--- config.mk ---
export PLATFORM = sky130hd
export DESIGN_NAME = fault_alert_status_bank
export DESIGN_NICKNAME = d
export VERILOG_FILES = /design/src/verilog/fault_alert_pkg.sv /design/src/verilog/osc_freq_checker.sv /design/src/verilog/fault_alert_status_bank.sv
export SDC_FILE = /design/constraint.sdc
export NUM_CORES = 1
export LEC_CHECK = 0
export BUFFER_PORTS_ARGS = -buffer_cell sky130_fd_sc_hd__buf_2
export CAP_MARGIN = 20
export CORE_MARGIN = 2
export CORE_UTILIZATION = 46
export CTS_BUF_LIST = sky130_fd_sc_hd__clkbuf_16
export DETAILED_ROUTE_END_ITERATION = 12
export PLACE_DENSITY = 0.76
export RECOVER_POWER = 25
export SYNTH_ARGS = -nofsm -noshare
export SYNTH_HDL_FRONTEND = slang
export SYNTH_SLANG_ARGS = --single-unit
--- constraint.sdc ---
create_clock -name i_clk -period 1.5 [get_ports i_clk]
set_clock_uncertainty 0.05 [all_clocks]
set_input_delay 0.15 -clock i_clk [delete_from_list [all_inputs] [get_ports i_clk]]
set_output_delay 0.15 -clock i_clk [all_outputs]
set_load 0.005 [all_outputs]
--- src/verilog/fault_alert_pkg.sv ---
// Package with offsets, bit positions, reset values and timing for the fault alert bank
package fault_alert_pkg;

  // Register offsets on the serial link register space
  localparam logic [7:0]  STATUS_OFS      = 8'h02;
  localparam logic [7:0]  FMEA_OFS        = 8'h03;
  localparam logic [7:0]  CELL_ALERT_OFS  = 8'h04;

  // Values after reset
  localparam logic [15:0] FMEA_RST        = 16'h0000;
  localparam logic [15:0] CELL_ALERT_RST  = 16'h0000;
  localparam logic        POR_FLAG_RST    = 1'b1;
  // Oscillator synchroniser level after reset; high, so no false rise follows
  localparam logic        OSC_SYNC_RST    = 1'b1;

  // Bit positions in failure_mode_alerts_one
  localparam int OSC_PRI_BIT    = 15;
  localparam int OSC_RED_BIT    = 14;
  localparam int FMEA_ZERO_BIT  = 13;
  localparam int UP_SE_BIT      = 12;
  localparam int LO_SE_BIT      = 11;
  localparam int UP_SE_B_BIT    = 10;
  localparam int LO_SE_B_BIT    = 9;
  localparam int SUP3_UV_BIT    = 8;
  localparam int SUP2_UV_BIT    = 7;
  localparam int GND2_OPEN_BIT  = 6;
  localparam int BALSW_BIT      = 5;
  localparam int TEMP_BIT       = 4;
  localparam int HV_UV_BIT      = 3;
  localparam int GND3_OPEN_BIT  = 2;
  localparam int SUP1_UV_BIT    = 1;
  localparam int GND1_OPEN_BIT  = 0;
  // Power-on-reset flag position in the status register
  localparam int POR_FLAG_BIT   = 15;
  // Positions in cell_combined_alerts
  localparam int AUX1_BIT       = 13;
  localparam int AUX0_BIT       = 12;

  // Bits cleared only by writing zero
  localparam logic [15:0] STICKY_MASK     = 16'hC1DF;

  // Oscillator check timing
  localparam longint CLK_HZ         = 100_000_000;
  localparam longint OSC_NOM_HZ     = 32_000;
  localparam longint OSC_TOL_PCT    = 5;
  localparam longint OSC_EVAL_CYC   = 2;
  // Clock cycles over one evaluation window at nominal rate
  localparam longint OSC_NOM_CNT    = CLK_HZ * OSC_EVAL_CYC / OSC_NOM_HZ;
  // Least legal count rounds up, largest rounds down
  localparam longint OSC_LO_CNT     = (OSC_NOM_CNT * (100 - OSC_TOL_PCT) + 99) / 100;
  localparam longint OSC_HI_CNT     = OSC_NOM_CNT * (100 + OSC_TOL_PCT) / 100;

endpackage

--- src/verilog/osc_freq_checker.sv ---
// Window counter that flags an off-frequency low-speed oscillator
`timescale 1ns/1ps
module osc_freq_checker #(
  parameter logic [15:0] P_LO_CNT = 16'h1732,
  parameter logic [15:0] P_HI_CNT = 16'h19A2
) (
  // Clock and reset
  input  wire logic i_clk,
  input  wire logic i_rst_b,
  // Oscillator under test, asynchronous
  input  wire logic i_osc,
  // Fault found at evaluation or on a stall, one-cycle pulse
  output logic      o_fault
);
  import fault_alert_pkg::*;

  logic        sync1_q;   // First synchroniser stage
  logic        sync2_q;   // Second synchroniser stage
  logic        prev_q;    // Delayed copy for edge detect
  logic        half_q;    // Odd rising edge seen
  logic        started_q; // Window aligned to a real edge
  logic [15:0] cnt_q;     // Clock cycles in current window
  logic        rise;      // Rising edge of oscillator
  logic        eval;      // Window closes on second edge
  logic        stall;     // No edge came in time
  logic        bad;       // Window out of tolerance

  assign rise  = sync2_q & ~prev_q;
  assign eval  = rise & half_q;
  assign stall = (cnt_q > P_HI_CNT);
  assign bad   = (eval & ((cnt_q < P_LO_CNT) | (cnt_q > P_HI_CNT))) | stall;

  // Synchroniser and edge history
  always_ff @(posedge i_clk or negedge i_rst_b) begin
    if (!i_rst_b) begin
      // All high, so a pin already high at release shows no rise
      sync1_q <= OSC_SYNC_RST;
      sync2_q <= OSC_SYNC_RST;
      prev_q  <= OSC_SYNC_RST;
    end else begin
      sync1_q <= i_osc;
      sync2_q <= sync1_q;
      prev_q  <= sync2_q;
    end
  end

  // Window every two oscillator cycles
  always_ff @(posedge i_clk or negedge i_rst_b) begin
    if (!i_rst_b) begin
      half_q    <= 1'b0;
      started_q <= 1'b0;
      cnt_q     <= 16'h0000;
      o_fault   <= 1'b0;
    end else begin
      o_fault <= bad;
      if (eval | stall) begin
        // Closing edge opens the next window; a stall forces realignment
        half_q    <= 1'b0;
        started_q <= eval;
        cnt_q     <= 16'h0000;
      end else if (rise & ~started_q) begin
        // First edge opens the first window, so no partial window is judged
        started_q <= 1'b1;
        cnt_q     <= 16'h0000;
      end else begin
        half_q <= half_q ^ rise;
        cnt_q  <= cnt_q + 16'h0001;
      end
    end
  end

endmodule

--- src/verilog/fault_alert_status_bank.sv ---
// Failure-mode and combined cell alert registers of the acquisition chip
`timescale 1ns/1ps
module fault_alert_status_bank #(
  parameter logic [15:0] P_OSC_LO_CNT = 16'(fault_alert_pkg::OSC_LO_CNT),
  parameter logic [15:0] P_OSC_HI_CNT = 16'(fault_alert_pkg::OSC_HI_CNT)
) (
  // Clock and power-on reset
  input  wire logic        i_clk,
  input  wire logic        i_rst_b,
  // Register port from the serial link
  input  wire logic [7:0]  i_reg_addr,
  input  wire logic        i_reg_wr,
  input  wire logic [15:0] i_reg_wdata,
  input  wire logic        i_reg_rd,
  output logic [15:0]      o_reg_rdata,
  output logic             o_reg_hit,
  // Low-speed oscillators, asynchronous
  input  wire logic        i_osc_pri,
  input  wire logic        i_osc_red,
  // Receiver mode events from the link, same clock
  input  wire logic        i_upper_se_detect,
  input  wire logic        i_lower_se_detect,
  // Analog fault comparators, asynchronous
  input  wire logic [2:0]  i_logic_supply_uv,
  input  wire logic [2:0]  i_logic_ground_open,
  input  wire logic        i_high_supply_uv,
  input  wire logic        i_die_over_temp,
  // Sequencer events, same clock
  input  wire logic        i_diag_settle_short,
  input  wire logic [11:0] i_balance_switch_alerts,
  // Source alert registers, same clock
  input  wire logic [12:1] i_cell_over_alert,
  input  wire logic [12:1] i_cell_under_alert,
  input  wire logic        i_aux_input1_over_alert,
  input  wire logic        i_aux_input1_under_alert,
  input  wire logic        i_aux_input0_over_alert,
  input  wire logic        i_aux_input0_under_alert,
  // State shown to the rest of the chip
  output logic             o_power_on_reset_flag,
  output logic [15:0]      o_failure_mode_alerts_one,
  output logic [15:0]      o_cell_combined_alerts
);
  import fault_alert_pkg::*;

  // Address match used for both reads and writes
  function automatic logic addr_hit(input logic [7:0] a, input logic [7:0] ofs);
    addr_hit = (a == ofs);
  endfunction

  logic [7:0]  sync1_q;       // First stage of pin synchronisers
  logic [7:0]  sync2_q;       // Second stage of pin synchronisers
  logic [1:0]  osc_fault;     // Pulses from the two checkers
  logic        por_q;         // power_on_reset_flag
  logic        por_d;
  logic        seen_up_q;     // Upper receiver went single-ended
  logic        seen_lo_q;     // Lower receiver went single-ended
  logic [15:0] fmea_q;        // Sticky part of failure_mode_alerts_one
  logic [15:0] fmea_d;
  logic [15:0] set_vec;       // Set requests this cycle
  logic [15:0] clr_vec;       // Clear requests this cycle
  logic [15:0] fmea_view;     // Full register as read
  logic [15:0] cell_view;     // cell_combined_alerts as read
  logic [15:0] rd_mux;        // Selected read value
  logic        wr_status;     // Write to status offset
  logic        wr_fmea;       // Write to failure mode offset
  logic        hit_any;       // Address is one of ours
  logic        armed;         // Reset flag cleared, gated faults may set
  logic        aux1_alert;    // aux_input1_alert
  logic        aux0_alert;    // aux_input0_alert
  logic        bal_summary;   // balance_switch_alert_summary

  // Two independent oscillator checkers
  genvar g;
  generate
    for (g = 0; g < 2; g++) begin : gen_osc
      osc_freq_checker #(
        .P_LO_CNT (P_OSC_LO_CNT),
        .P_HI_CNT (P_OSC_HI_CNT)
      ) u_chk (
        .i_clk   (i_clk),
        .i_rst_b (i_rst_b),
        .i_osc   ((g == 0) ? i_osc_pri : i_osc_red),
        .o_fault (osc_fault[g])
      );
    end
  endgenerate

  // Two-flop synchronisers on the comparator pins
  always_ff @(posedge i_clk or negedge i_rst_b) begin
    if (!i_rst_b) begin
      sync1_q <= 8'h00;
      sync2_q <= 8'h00;
    end else begin
      sync1_q <= {i_die_over_temp, i_high_supply_uv,
                  i_logic_ground_open, i_logic_supply_uv};
      sync2_q <= sync1_q;
    end
  end

  // Address decode
  assign wr_status = i_reg_wr & addr_hit(i_reg_addr, STATUS_OFS);
  assign wr_fmea   = i_reg_wr & addr_hit(i_reg_addr, FMEA_OFS);
  assign hit_any   = addr_hit(i_reg_addr, STATUS_OFS) |
                     addr_hit(i_reg_addr, FMEA_OFS) |
                     addr_hit(i_reg_addr, CELL_ALERT_OFS);

  // Reset flag: writing one has no effect
  assign por_d = por_q & ~(wr_status & ~i_reg_wdata[POR_FLAG_BIT]);
  assign armed = ~por_q;

  // Set requests per bit, gated ones wait for armed
  always_comb begin
    set_vec                = 16'h0000;
    set_vec[OSC_PRI_BIT]   = osc_fault[0];
    set_vec[OSC_RED_BIT]   = osc_fault[1];
    set_vec[SUP1_UV_BIT]   = armed & sync2_q[0];
    set_vec[SUP2_UV_BIT]   = armed & sync2_q[1];
    set_vec[SUP3_UV_BIT]   = armed & sync2_q[2];
    set_vec[GND1_OPEN_BIT] = armed & sync2_q[3];
    set_vec[GND2_OPEN_BIT] = armed & sync2_q[4];
    set_vec[GND3_OPEN_BIT] = armed & sync2_q[5];
    set_vec[HV_UV_BIT]     = armed & sync2_q[6];
    set_vec[TEMP_BIT]      = sync2_q[7] | i_diag_settle_short;
  end

  // Written zero clears, written one keeps; set wins
  assign clr_vec = {16{wr_fmea}} & ~i_reg_wdata;
  assign fmea_d  = STICKY_MASK & (set_vec | (fmea_q & ~clr_vec));

  // Sticky fault and reset flag storage
  always_ff @(posedge i_clk or negedge i_rst_b) begin
    if (!i_rst_b) begin
      por_q  <= POR_FLAG_RST;
      fmea_q <= FMEA_RST;
    end else begin
      por_q  <= por_d;
      fmea_q <= fmea_d;
    end
  end

  // First-preamble single-ended events, held until power-on reset
  always_ff @(posedge i_clk or negedge i_rst_b) begin
    if (!i_rst_b) begin
      seen_up_q <= 1'b0;
      seen_lo_q <= 1'b0;
    end else begin
      seen_up_q <= seen_up_q | i_upper_se_detect;
      seen_lo_q <= seen_lo_q | i_lower_se_detect;
    end
  end

  // Combined alerts follow sources live
  assign bal_summary = |i_balance_switch_alerts;
  assign aux1_alert  = i_aux_input1_over_alert | i_aux_input1_under_alert;
  assign aux0_alert  = i_aux_input0_over_alert | i_aux_input0_under_alert;

  // Assemble failure_mode_alerts_one; bit 13 stays zero
  always_comb begin
    fmea_view                = fmea_q;
    fmea_view[FMEA_ZERO_BIT] = 1'b0;
    fmea_view[UP_SE_BIT]     = seen_up_q & armed;
    fmea_view[LO_SE_BIT]     = seen_lo_q & armed;
    fmea_view[UP_SE_B_BIT]   = seen_up_q;
    fmea_view[LO_SE_B_BIT]   = seen_lo_q;
    fmea_view[BALSW_BIT]     = bal_summary;
  end

  // Assemble cell_combined_alerts; top two bits zero
  assign cell_view = {2'b00, aux1_alert, aux0_alert,
                      i_cell_over_alert | i_cell_under_alert};

  // Read selection
  assign rd_mux = addr_hit(i_reg_addr, FMEA_OFS)       ? fmea_view :
                  addr_hit(i_reg_addr, CELL_ALERT_OFS) ? cell_view :
                  addr_hit(i_reg_addr, STATUS_OFS)     ?
                    {por_q, 15'h0000} : 16'h0000;

  // Registered read data, hit flag on every read of a mapped offset
  always_ff @(posedge i_clk or negedge i_rst_b) begin
    if (!i_rst_b) begin
      o_reg_rdata <= 16'h0000;
      o_reg_hit   <= 1'b0;
    end else begin
      o_reg_hit <= i_reg_rd & hit_any;
      if (i_reg_rd) begin
        o_reg_rdata <= rd_mux;
      end
    end
  end

  // State outputs
  assign o_power_on_reset_flag     = por_q;
  assign o_failure_mode_alerts_one = fmea_view;
  assign o_cell_combined_alerts    = cell_view;
endmodule

==> results.toml, run 1 <==
[cts]
clock_tree.buffer_depth = 2
clkTransAtPathRegs_ps = 70
numCtsBuffers = 9
cts_tree = "yes"
cts.sinks = 90
cts-htree-levels = 3
insertion_delay_ps = 340
cts_root_buffer = "clkbuf_16"

[floorplan]
rows = 34
floorplan.initialDensity = 0.468
fp.coreArea_um2 = 8640
dieArea_um2 = 9540
die_y_um = 97.7
die_w_um = 97.7
ios = 131

[detailed_routing]
wl_per_cell_um = 15.5
detail-route-antenna-nets = 0
first_iter_violations = 142
drc_errors = 0
via_per_inst = 5.24
vias = 3453
dr.pass1.iters = 4
totalWireLength_um = 10200

[sta]
max_slew.worst_pin.slew_ps = 793
relSlewSlack = 0.471
rsz0062_at_grt = "yes"
finalMaxSlewViolations = 0
hold_ws_ps = 0.592
hold_viol = 0
post-route-min-period_ps = 1660
fin_setup_tns_ps = -2550
setup_viol = 31
worst_slack_ps = -155
fin_crit_sh = 1.10
timing.fmax_mhz = 604

[placement]
hpwl_um = 7090
routabilityCongestion = 0.853
dp_slack_ps = -180
placed_area_um2 = 4990
port-buffer-count = 121

[power]
internal-power_uw = 4020
leakage_uw = 0.00252
ir_drop_mv = 0.637
power_frac_comb = 0.080
clkPwrFrac = 0.439
p_sw_uw = 1240
total_power_uw = 5270
switching_share = 0.236
p_seq_frac = 0.481
power_density_nw_per_um2 = 942

[synthesis]
synth_commonest_cells = "dfrtp_1 (83), nor2_1 (32), nand2_1 (25)"
ys_seq_elements = 90
synth-seq-area-share = 0.560
ys_async_sr_fraction = 1.00
syn_area_per_cell_um2 = 10.9
synth_edf_count = 0
synth_cell_types = 43
synthFlopType = "dfrtp_1"
yosysTopAreaCellShare = 0.514
synthCells = 369
synth_top_area_cell = "dfrtp_1"
syn_area_um2 = 4040
yosysMostFrequentCell = "dfrtp_1"
ys_top_cells_by_area = "dfrtp_1 (51%), dfstp_2 (4.6%), nor3_2 (4.5%)"
ys_warn_count = 0

[hold_path]
hold_class = "in2reg"
hold-path-endpoint = "fmea_q[14]$_DFF_PN0_"
min_path_cells = 3
min_from = "i_reg_wdata[14]"

[outcome]
status = "complete, but fails checks"
violations = "negative setup slack"

[setup_path]
crit_arrival_ps = 1860
setup.worst_path.class = "reg2reg"
startpoint_type = "flop"
r2r_slack_ps = -160
reg2regPathDepth = 4
cp-end-kind = "flop"
timing.rr.end = "gen_osc[1].u_chk.cnt_q[6]$_DFF_PN0_"
critPathMaxFanout = 7
critical_path_required_ps = 1710
r2r-start = "gen_osc[1].u_chk.cnt_q[3]$_DFF_PN0_"

[finish]
antennaDiodeCount = 0
area_growth_pct = 38.4
drive_gt1_frac = 0.432
nNetsFinal = 631
final_area_um2 = 5590

[flow_run]
maxCapViolations = 0

[grt]
antenna_found_initial = 0
grt_max_degree = 32
grt_pass1_wl_um = 16500
overflow = 0
grtUsageTotal = 0.217
grt_pass1_vias = 3494
-- layout by cell type, fill, tap and decap left out, types with 8 or more instances in the layout --
master,instances
a31oi_1,8
buf_2,117
xnor2_1,20
nand3_1,10
buf_4,37
conb_1,9
o21ai_0,9
dfrtp_1,83
or2_2,16
nor3_1,8
a21oi_1,8
inv_1,19
nor3_2,22
nand2_1,25
clkbuf_16,9
dlygate4sd3_1,18
nor2_1,32
-- worst max-delay path by stage --
stage,start,endpoint
after global placement,gen_osc[0].u_chk.cnt_q[3]$_DFF_PN0_,gen_osc[0].u_chk.cnt_q[1]$_DFF_PN0_
after floorplan,gen_osc[0].u_chk.cnt_q[3]$_DFF_PN0_,gen_osc[0].u_chk.cnt_q[0]$_DFF_PN0_
after CTS,gen_osc[1].u_chk.cnt_q[3]$_DFF_PN0_,gen_osc[1].u_chk.o_fault$_DFF_PN0_
after detailed placement,gen_osc[1].u_chk.cnt_q[3]$_DFF_PN0_,gen_osc[1].u_chk.cnt_q[4]$_DFF_PN0_
after global routing,gen_osc[1].u_chk.cnt_q[3]$_DFF_PN0_,gen_osc[1].u_chk.cnt_q[1]$_DFF_PN0_
final,gen_osc[1].u_chk.cnt_q[3]$_DFF_PN0_,gen_osc[1].u_chk.cnt_q[6]$_DFF_PN0_
-- per-stage QoR --
step	utilization	instances
6_report	0.647	659
5_1_grt	0.647	659
4_1_cts	0.644	659
3_5_place_dp	0.578	622
3_3_place_gp	0.578	622
2_1_floorplan	-	377
-- critical path, cell delays in order (launching register included) --
cell and delay, ps:
dfrtp_1 380, or4_4 540, a21oi_4 220, o211ai_4 170
nor3_2 210
-- power by group through the flow --
stage / sequential (µW) / clock (µW) / combinational [µW]
2_1_floorplan: 2580 / 0 / 144
3_3_place_gp: 2570 / 0 / 366
3_5_place_dp: 2580 / 0 / 375
4_1_cts: 2530 / 2340 / 423
5_1_grt: 2540 / 2450 / 468
6_report: 2530 / 2310 / 423
-- routing by layer --
metal | routed length (µm) | global-route usage | part of all wire
met4 | 236 | 0.0748 | 0.023
met1 | 4030 | 0.260 | 0.39
met5 | 0 | 0 | 0
met3 | 619 | 0.0525 | 0.061
met2 | 5330 | 0.383 | 0.52
-- layout make-up --
class,count,area [µm²]
Inverter,19,71.3
Timing Repair Buffer,178,1100
Multi-Input combinational cell,248,1710
Tap cell,108,135
Clock inverter,7,85.1
Clock buffer,9,225
Sequential cell,90,2260
Fill cell,651,3050
-- flip-flops by register name, indices dropped and copies added, names as in the netlist --
signal / count
o_reg_rdata: 16
gen_osc.u_chk.o_fault: 2
o_reg_hit: 1
gen_osc.u_chk.prev_q: 2
gen_osc.u_chk.started_q: 2
gen_osc.u_chk.half_q: 2
gen_osc.u_chk.sync1_q: 2
o_power_on_reset_flag: 1
gen_osc.u_chk.sync2_q: 2
seen_lo_q: 1
fmea_q: 10
gen_osc.u_chk.cnt_q: 32
sync1_q: 8
sync2_q: 8
seen_up_q: 1
-- cells by family (layout without fill, tap and decap cells) --
logic type | count (synthesis) | count (layout) | share of synthesized area
and+or+nand+nor | 149 | 149 | 0.216
DFF | 90 | 90 | 0.560
AOI/OAI and AO/OA | 60 | 62 | 0.108
buffers and inverters | 41 | 213 | 0.0508
xor gates and xnor gates | 22 | 22 | 0.0477
adders and majority gates | 4 | 4 | 0.0124
muxes | 2 | 2 | 0.00496
other | 1 | 9 | 0.000929
-- repair_timing --
| action | 4_1_cts | 5_1_grt |
|---|---|---|
| pin swaps | 10 | 8 |
| endpoints found under the hold margin | 43 | 0 |
| endpoints found under the setup margin | 32 | 35 |
| gates cloned | 2 | 0 |
| setup buffers | 1 | 0 |
| hold buffers | 18 | 0 |
| resized for setup | 9 | 13 |
(Power assumes the default switching activity.)
==> run 2, diff against run 1 <==
--- a/config.mk
+++ b/config.mk
@@ -5,6 +5,7 @@
 export SDC_FILE = /design/constraint.sdc
 export NUM_CORES = 1
 export LEC_CHECK = 0
+export ABC_AREA = 1
 export BUFFER_PORTS_ARGS = -buffer_cell sky130_fd_sc_hd__buf_2
 export CAP_MARGIN = 20
 export CORE_MARGIN = 2
==> run 2 against run 1 <==
Effect of this change:
- the flow still finishes with violations (negative setup slack)
- register-to-register slack better by 130 ps
- hold slack improved by 6.4 ps
- maximum frequency grew 8.3%
- sequential cell count unchanged
- sequential power barely moved
- power down 2.8%
- core utilization is 0.84 points higher
- largest power group unchanged
==> results.toml, run 2 <==
[sta]
hold_ws_ps = 7.04
setup_viol = 2
post-route-min-period_ps = 1530
finalMaxSlewViolations = 0
max_slew.worst_pin.slew_ps = 917
hold_viol = 0
fin_setup_tns_ps = -39.5
timing.fmax_mhz = 654
worst_slack_ps = -29.0
fin_crit_sh = 1.02
relSlewSlack = 0.388
rsz0062_at_grt = "yes"

[placement]
routabilityCongestion = 0.915
port-buffer-count = 121
placed_area_um2 = 4890
dp_cells = 702
hpwl_um = 7170

[power]
total_power_uw = 5120
power_density_nw_per_um2 = 900
leakage_uw = 0.00263
ir_drop_mv = 0.635

[floorplan]
floorplan.initialDensity = 0.472
fp.coreArea_um2 = 8680
ios = 131
rows = 34
die_y_um = 98.3
die_w_um = 98.3
dieArea_um2 = 9670

[synthesis]
syn_area_um2 = 4090
synth_top_area_cell = "dfrtp_1"
ys_warn_count = 0
ys_seq_elements = 90
synthFlopType = "dfrtp_1"
synth-seq-area-share = 0.552
ys_async_sr_fraction = 1.00
yosysMostFrequentCell = "nand2_1"
syn_area_per_cell_um2 = 8.80
synth_commonest_cells = "nand2_1 (92), dfrtp_1 (83), nor2_1 (61)"
ys_top_cells_by_area = "dfrtp_1 (51%), nand2_1 (8.4%), nor2_1 (5.6%)"
synth_edf_count = 0
synthCells = 465
synth_cell_types = 37
yosysTopAreaCellShare = 0.507

[outcome]
violations = "negative setup slack"
status = "complete, but fails checks"

[detailed_routing]
dr.pass1.iters = 5
vias = 3914
drc_errors = 0
via_per_inst = 5.18
totalWireLength_um = 10900
first_iter_violations = 202
wl_per_cell_um = 14.5
detail-route-antenna-nets = 0

[finish]
antennaDiodeCount = 0
area_growth_pct = 39.0
register_area_um2 = 2260
fill_cells = 665
mostFrequentLayoutCell = "buf_2"
nNetsFinal = 727
largestRegisters = "gen_osc.u_chk.cnt_q (32), o_reg_rdata (16), fmea_q (10)"
top_register = "gen_osc.u_chk.cnt_q"
multi_input_area_um2 = 1770
largest_reg_flops = 32
drive_gt1_frac = 0.377
stdcell_count = 755
final_cell_mix = "buf_2 (118), nand2_1 (83), dfrtp_1 (81)"
final_area_um2 = 5690

[cts]
cts_root_buffer = "clkbuf_16"
numCtsBuffers = 9
cts.sinks = 90
clock_tree.buffer_depth = 2
clkTransAtPathRegs_ps = 60
insertion_delay_ps = 340
cts-htree-levels = 3
cts_tree = "yes"

[grt]
grt_max_degree = 40
grtUsageTotal = 0.212
grt_pass1_wl_um = 16600
overflow = 0
grt_pass1_vias = 3723
antenna_found_initial = 0

[setup_path]
startpoint_type = "flop"
critical_path_required_ps = 1720
crit_arrival_ps = 1740
reg2regPathDepth = 7
crit_chain = "inv_2, nand2_2, nor3_2, nand3_1, nand2_4, nand2_8, nor3_2"
setup.worst_path.class = "reg2reg"
critPathMaxFanout = 6
r2r_slack_ps = -30
crit_path_top_delay_cell = "dfrtp_1"
startpoint = "gen_osc[1].u_chk.cnt_q[9]$_DFF_PN0_"
path_common_cell = "nor3_2"
r2r-start = "gen_osc[1].u_chk.cnt_q[9]$_DFF_PN0_"
critical-path-max-stage-delay_ps = 430
cp-end-kind = "flop"
timing.rr.end = "gen_osc[1].u_chk.cnt_q[4]$_DFF_PN0_"

[hold_path]
hold-path-endpoint = "fmea_q[7]$_DFF_PN0_"
hold_class = "in2reg"
min_path_cells = 3
min_from = "i_reg_wdata[7]"

[flow_run]
maxCapViolations = 0
run 2: cell count changes after synthesis, sizes merged, moves of 5 or more:
cell	before	now
a22oi	5	0
inv	19	45
nand3	10	36
xnor2	20	1
o31ai	10	0
nand2	25	97
nor2b	8	0
nor3	30	16
o21ai	15	22
a21oi	10	26
nor2	32	64
run 2: cells by family (layout without fill, tap and decap cells):
family | Yosys count | count (layout) | share of synthesized area
compound gates | 61 | 61 | 0.0810
xor+xnor | 3 | 3 | 0.00642
fa+ha+maj | 4 | 4 | 0.0122
buf+inv | 63 | 236 | 0.0715
flops | 90 | 90 | 0.552
mux | 1 | 1 | 0.00275
other cells | 1 | 9 | 0.000916
simple gates | 242 | 243 | 0.273
run 2: power by group:
group / total (µW) / switching [µW] / internal (µW)
clock network: 2100 / 964 / 1140
logic: 461 / 242 / 219
registers: 2560 / 41.9 / 2520
run 2: through the flow:
stage          setup WS [ps]   util
3_5_place_dp           -78.1  0.564
6_report               -29.0  0.655
5_1_grt                -94.1  0.655
4_1_cts                -16.2  0.626
3_3_place_gp            7.68  0.564
2_1_floorplan           55.9      -
run 2: critical path: cells and delay by family, from the launching register on:
family / cells / cell delay, ps
DFF: 1 / 430
buffers and inverters: 1 / 110
and+or+nand+nor: 6 / 850
run 2: per-layer routing:
layer / wire length [µm] / part of all wire / track usage
met5: 0 / 0 / 0
met4: 357 / 0.033 / 0.0906
met3: 564 / 0.052 / 0.0336
met2: 5670 / 0.52 / 0.376
met1: 4330 / 0.40 / 0.257
run 2: worst max path at each step:
stage / end / cells after the start
3_3_place_gp: gen_osc[1].u_chk.cnt_q[10]$_DFF_PN0_ / 9
4_1_cts: gen_osc[1].u_chk.cnt_q[10]$_DFF_PN0_ / 9
5_1_grt: gen_osc[1].u_chk.cnt_q[10]$_DFF_PN0_ / 9
2_1_floorplan: gen_osc[1].u_chk.cnt_q[10]$_DFF_PN0_ / 9
6_report: gen_osc[1].u_chk.cnt_q[4]$_DFF_PN0_ / 7
3_5_place_dp: gen_osc[1].u_chk.cnt_q[10]$_DFF_PN0_ / 9
run 2: timing repair:
item                                    in CTS  in global routing
setup buffers                                4                 12
endpoints found under the hold margin       43                  0
endpoints found under the setup margin       5                 32
gates cloned                                 0                  1
hold buffers                                20                  0
resized for setup                            9                 52
pin swaps                                    2                 26
run 2: final cells by class:
type	instances	area share
repair buffers	173	0.188
flip-flops and latches	90	0.398
clock buffers	9	0.0396
multi-input cells	321	0.310
clock inverters	7	0.00946
inverters	47	0.0310
well taps	108	0.0238
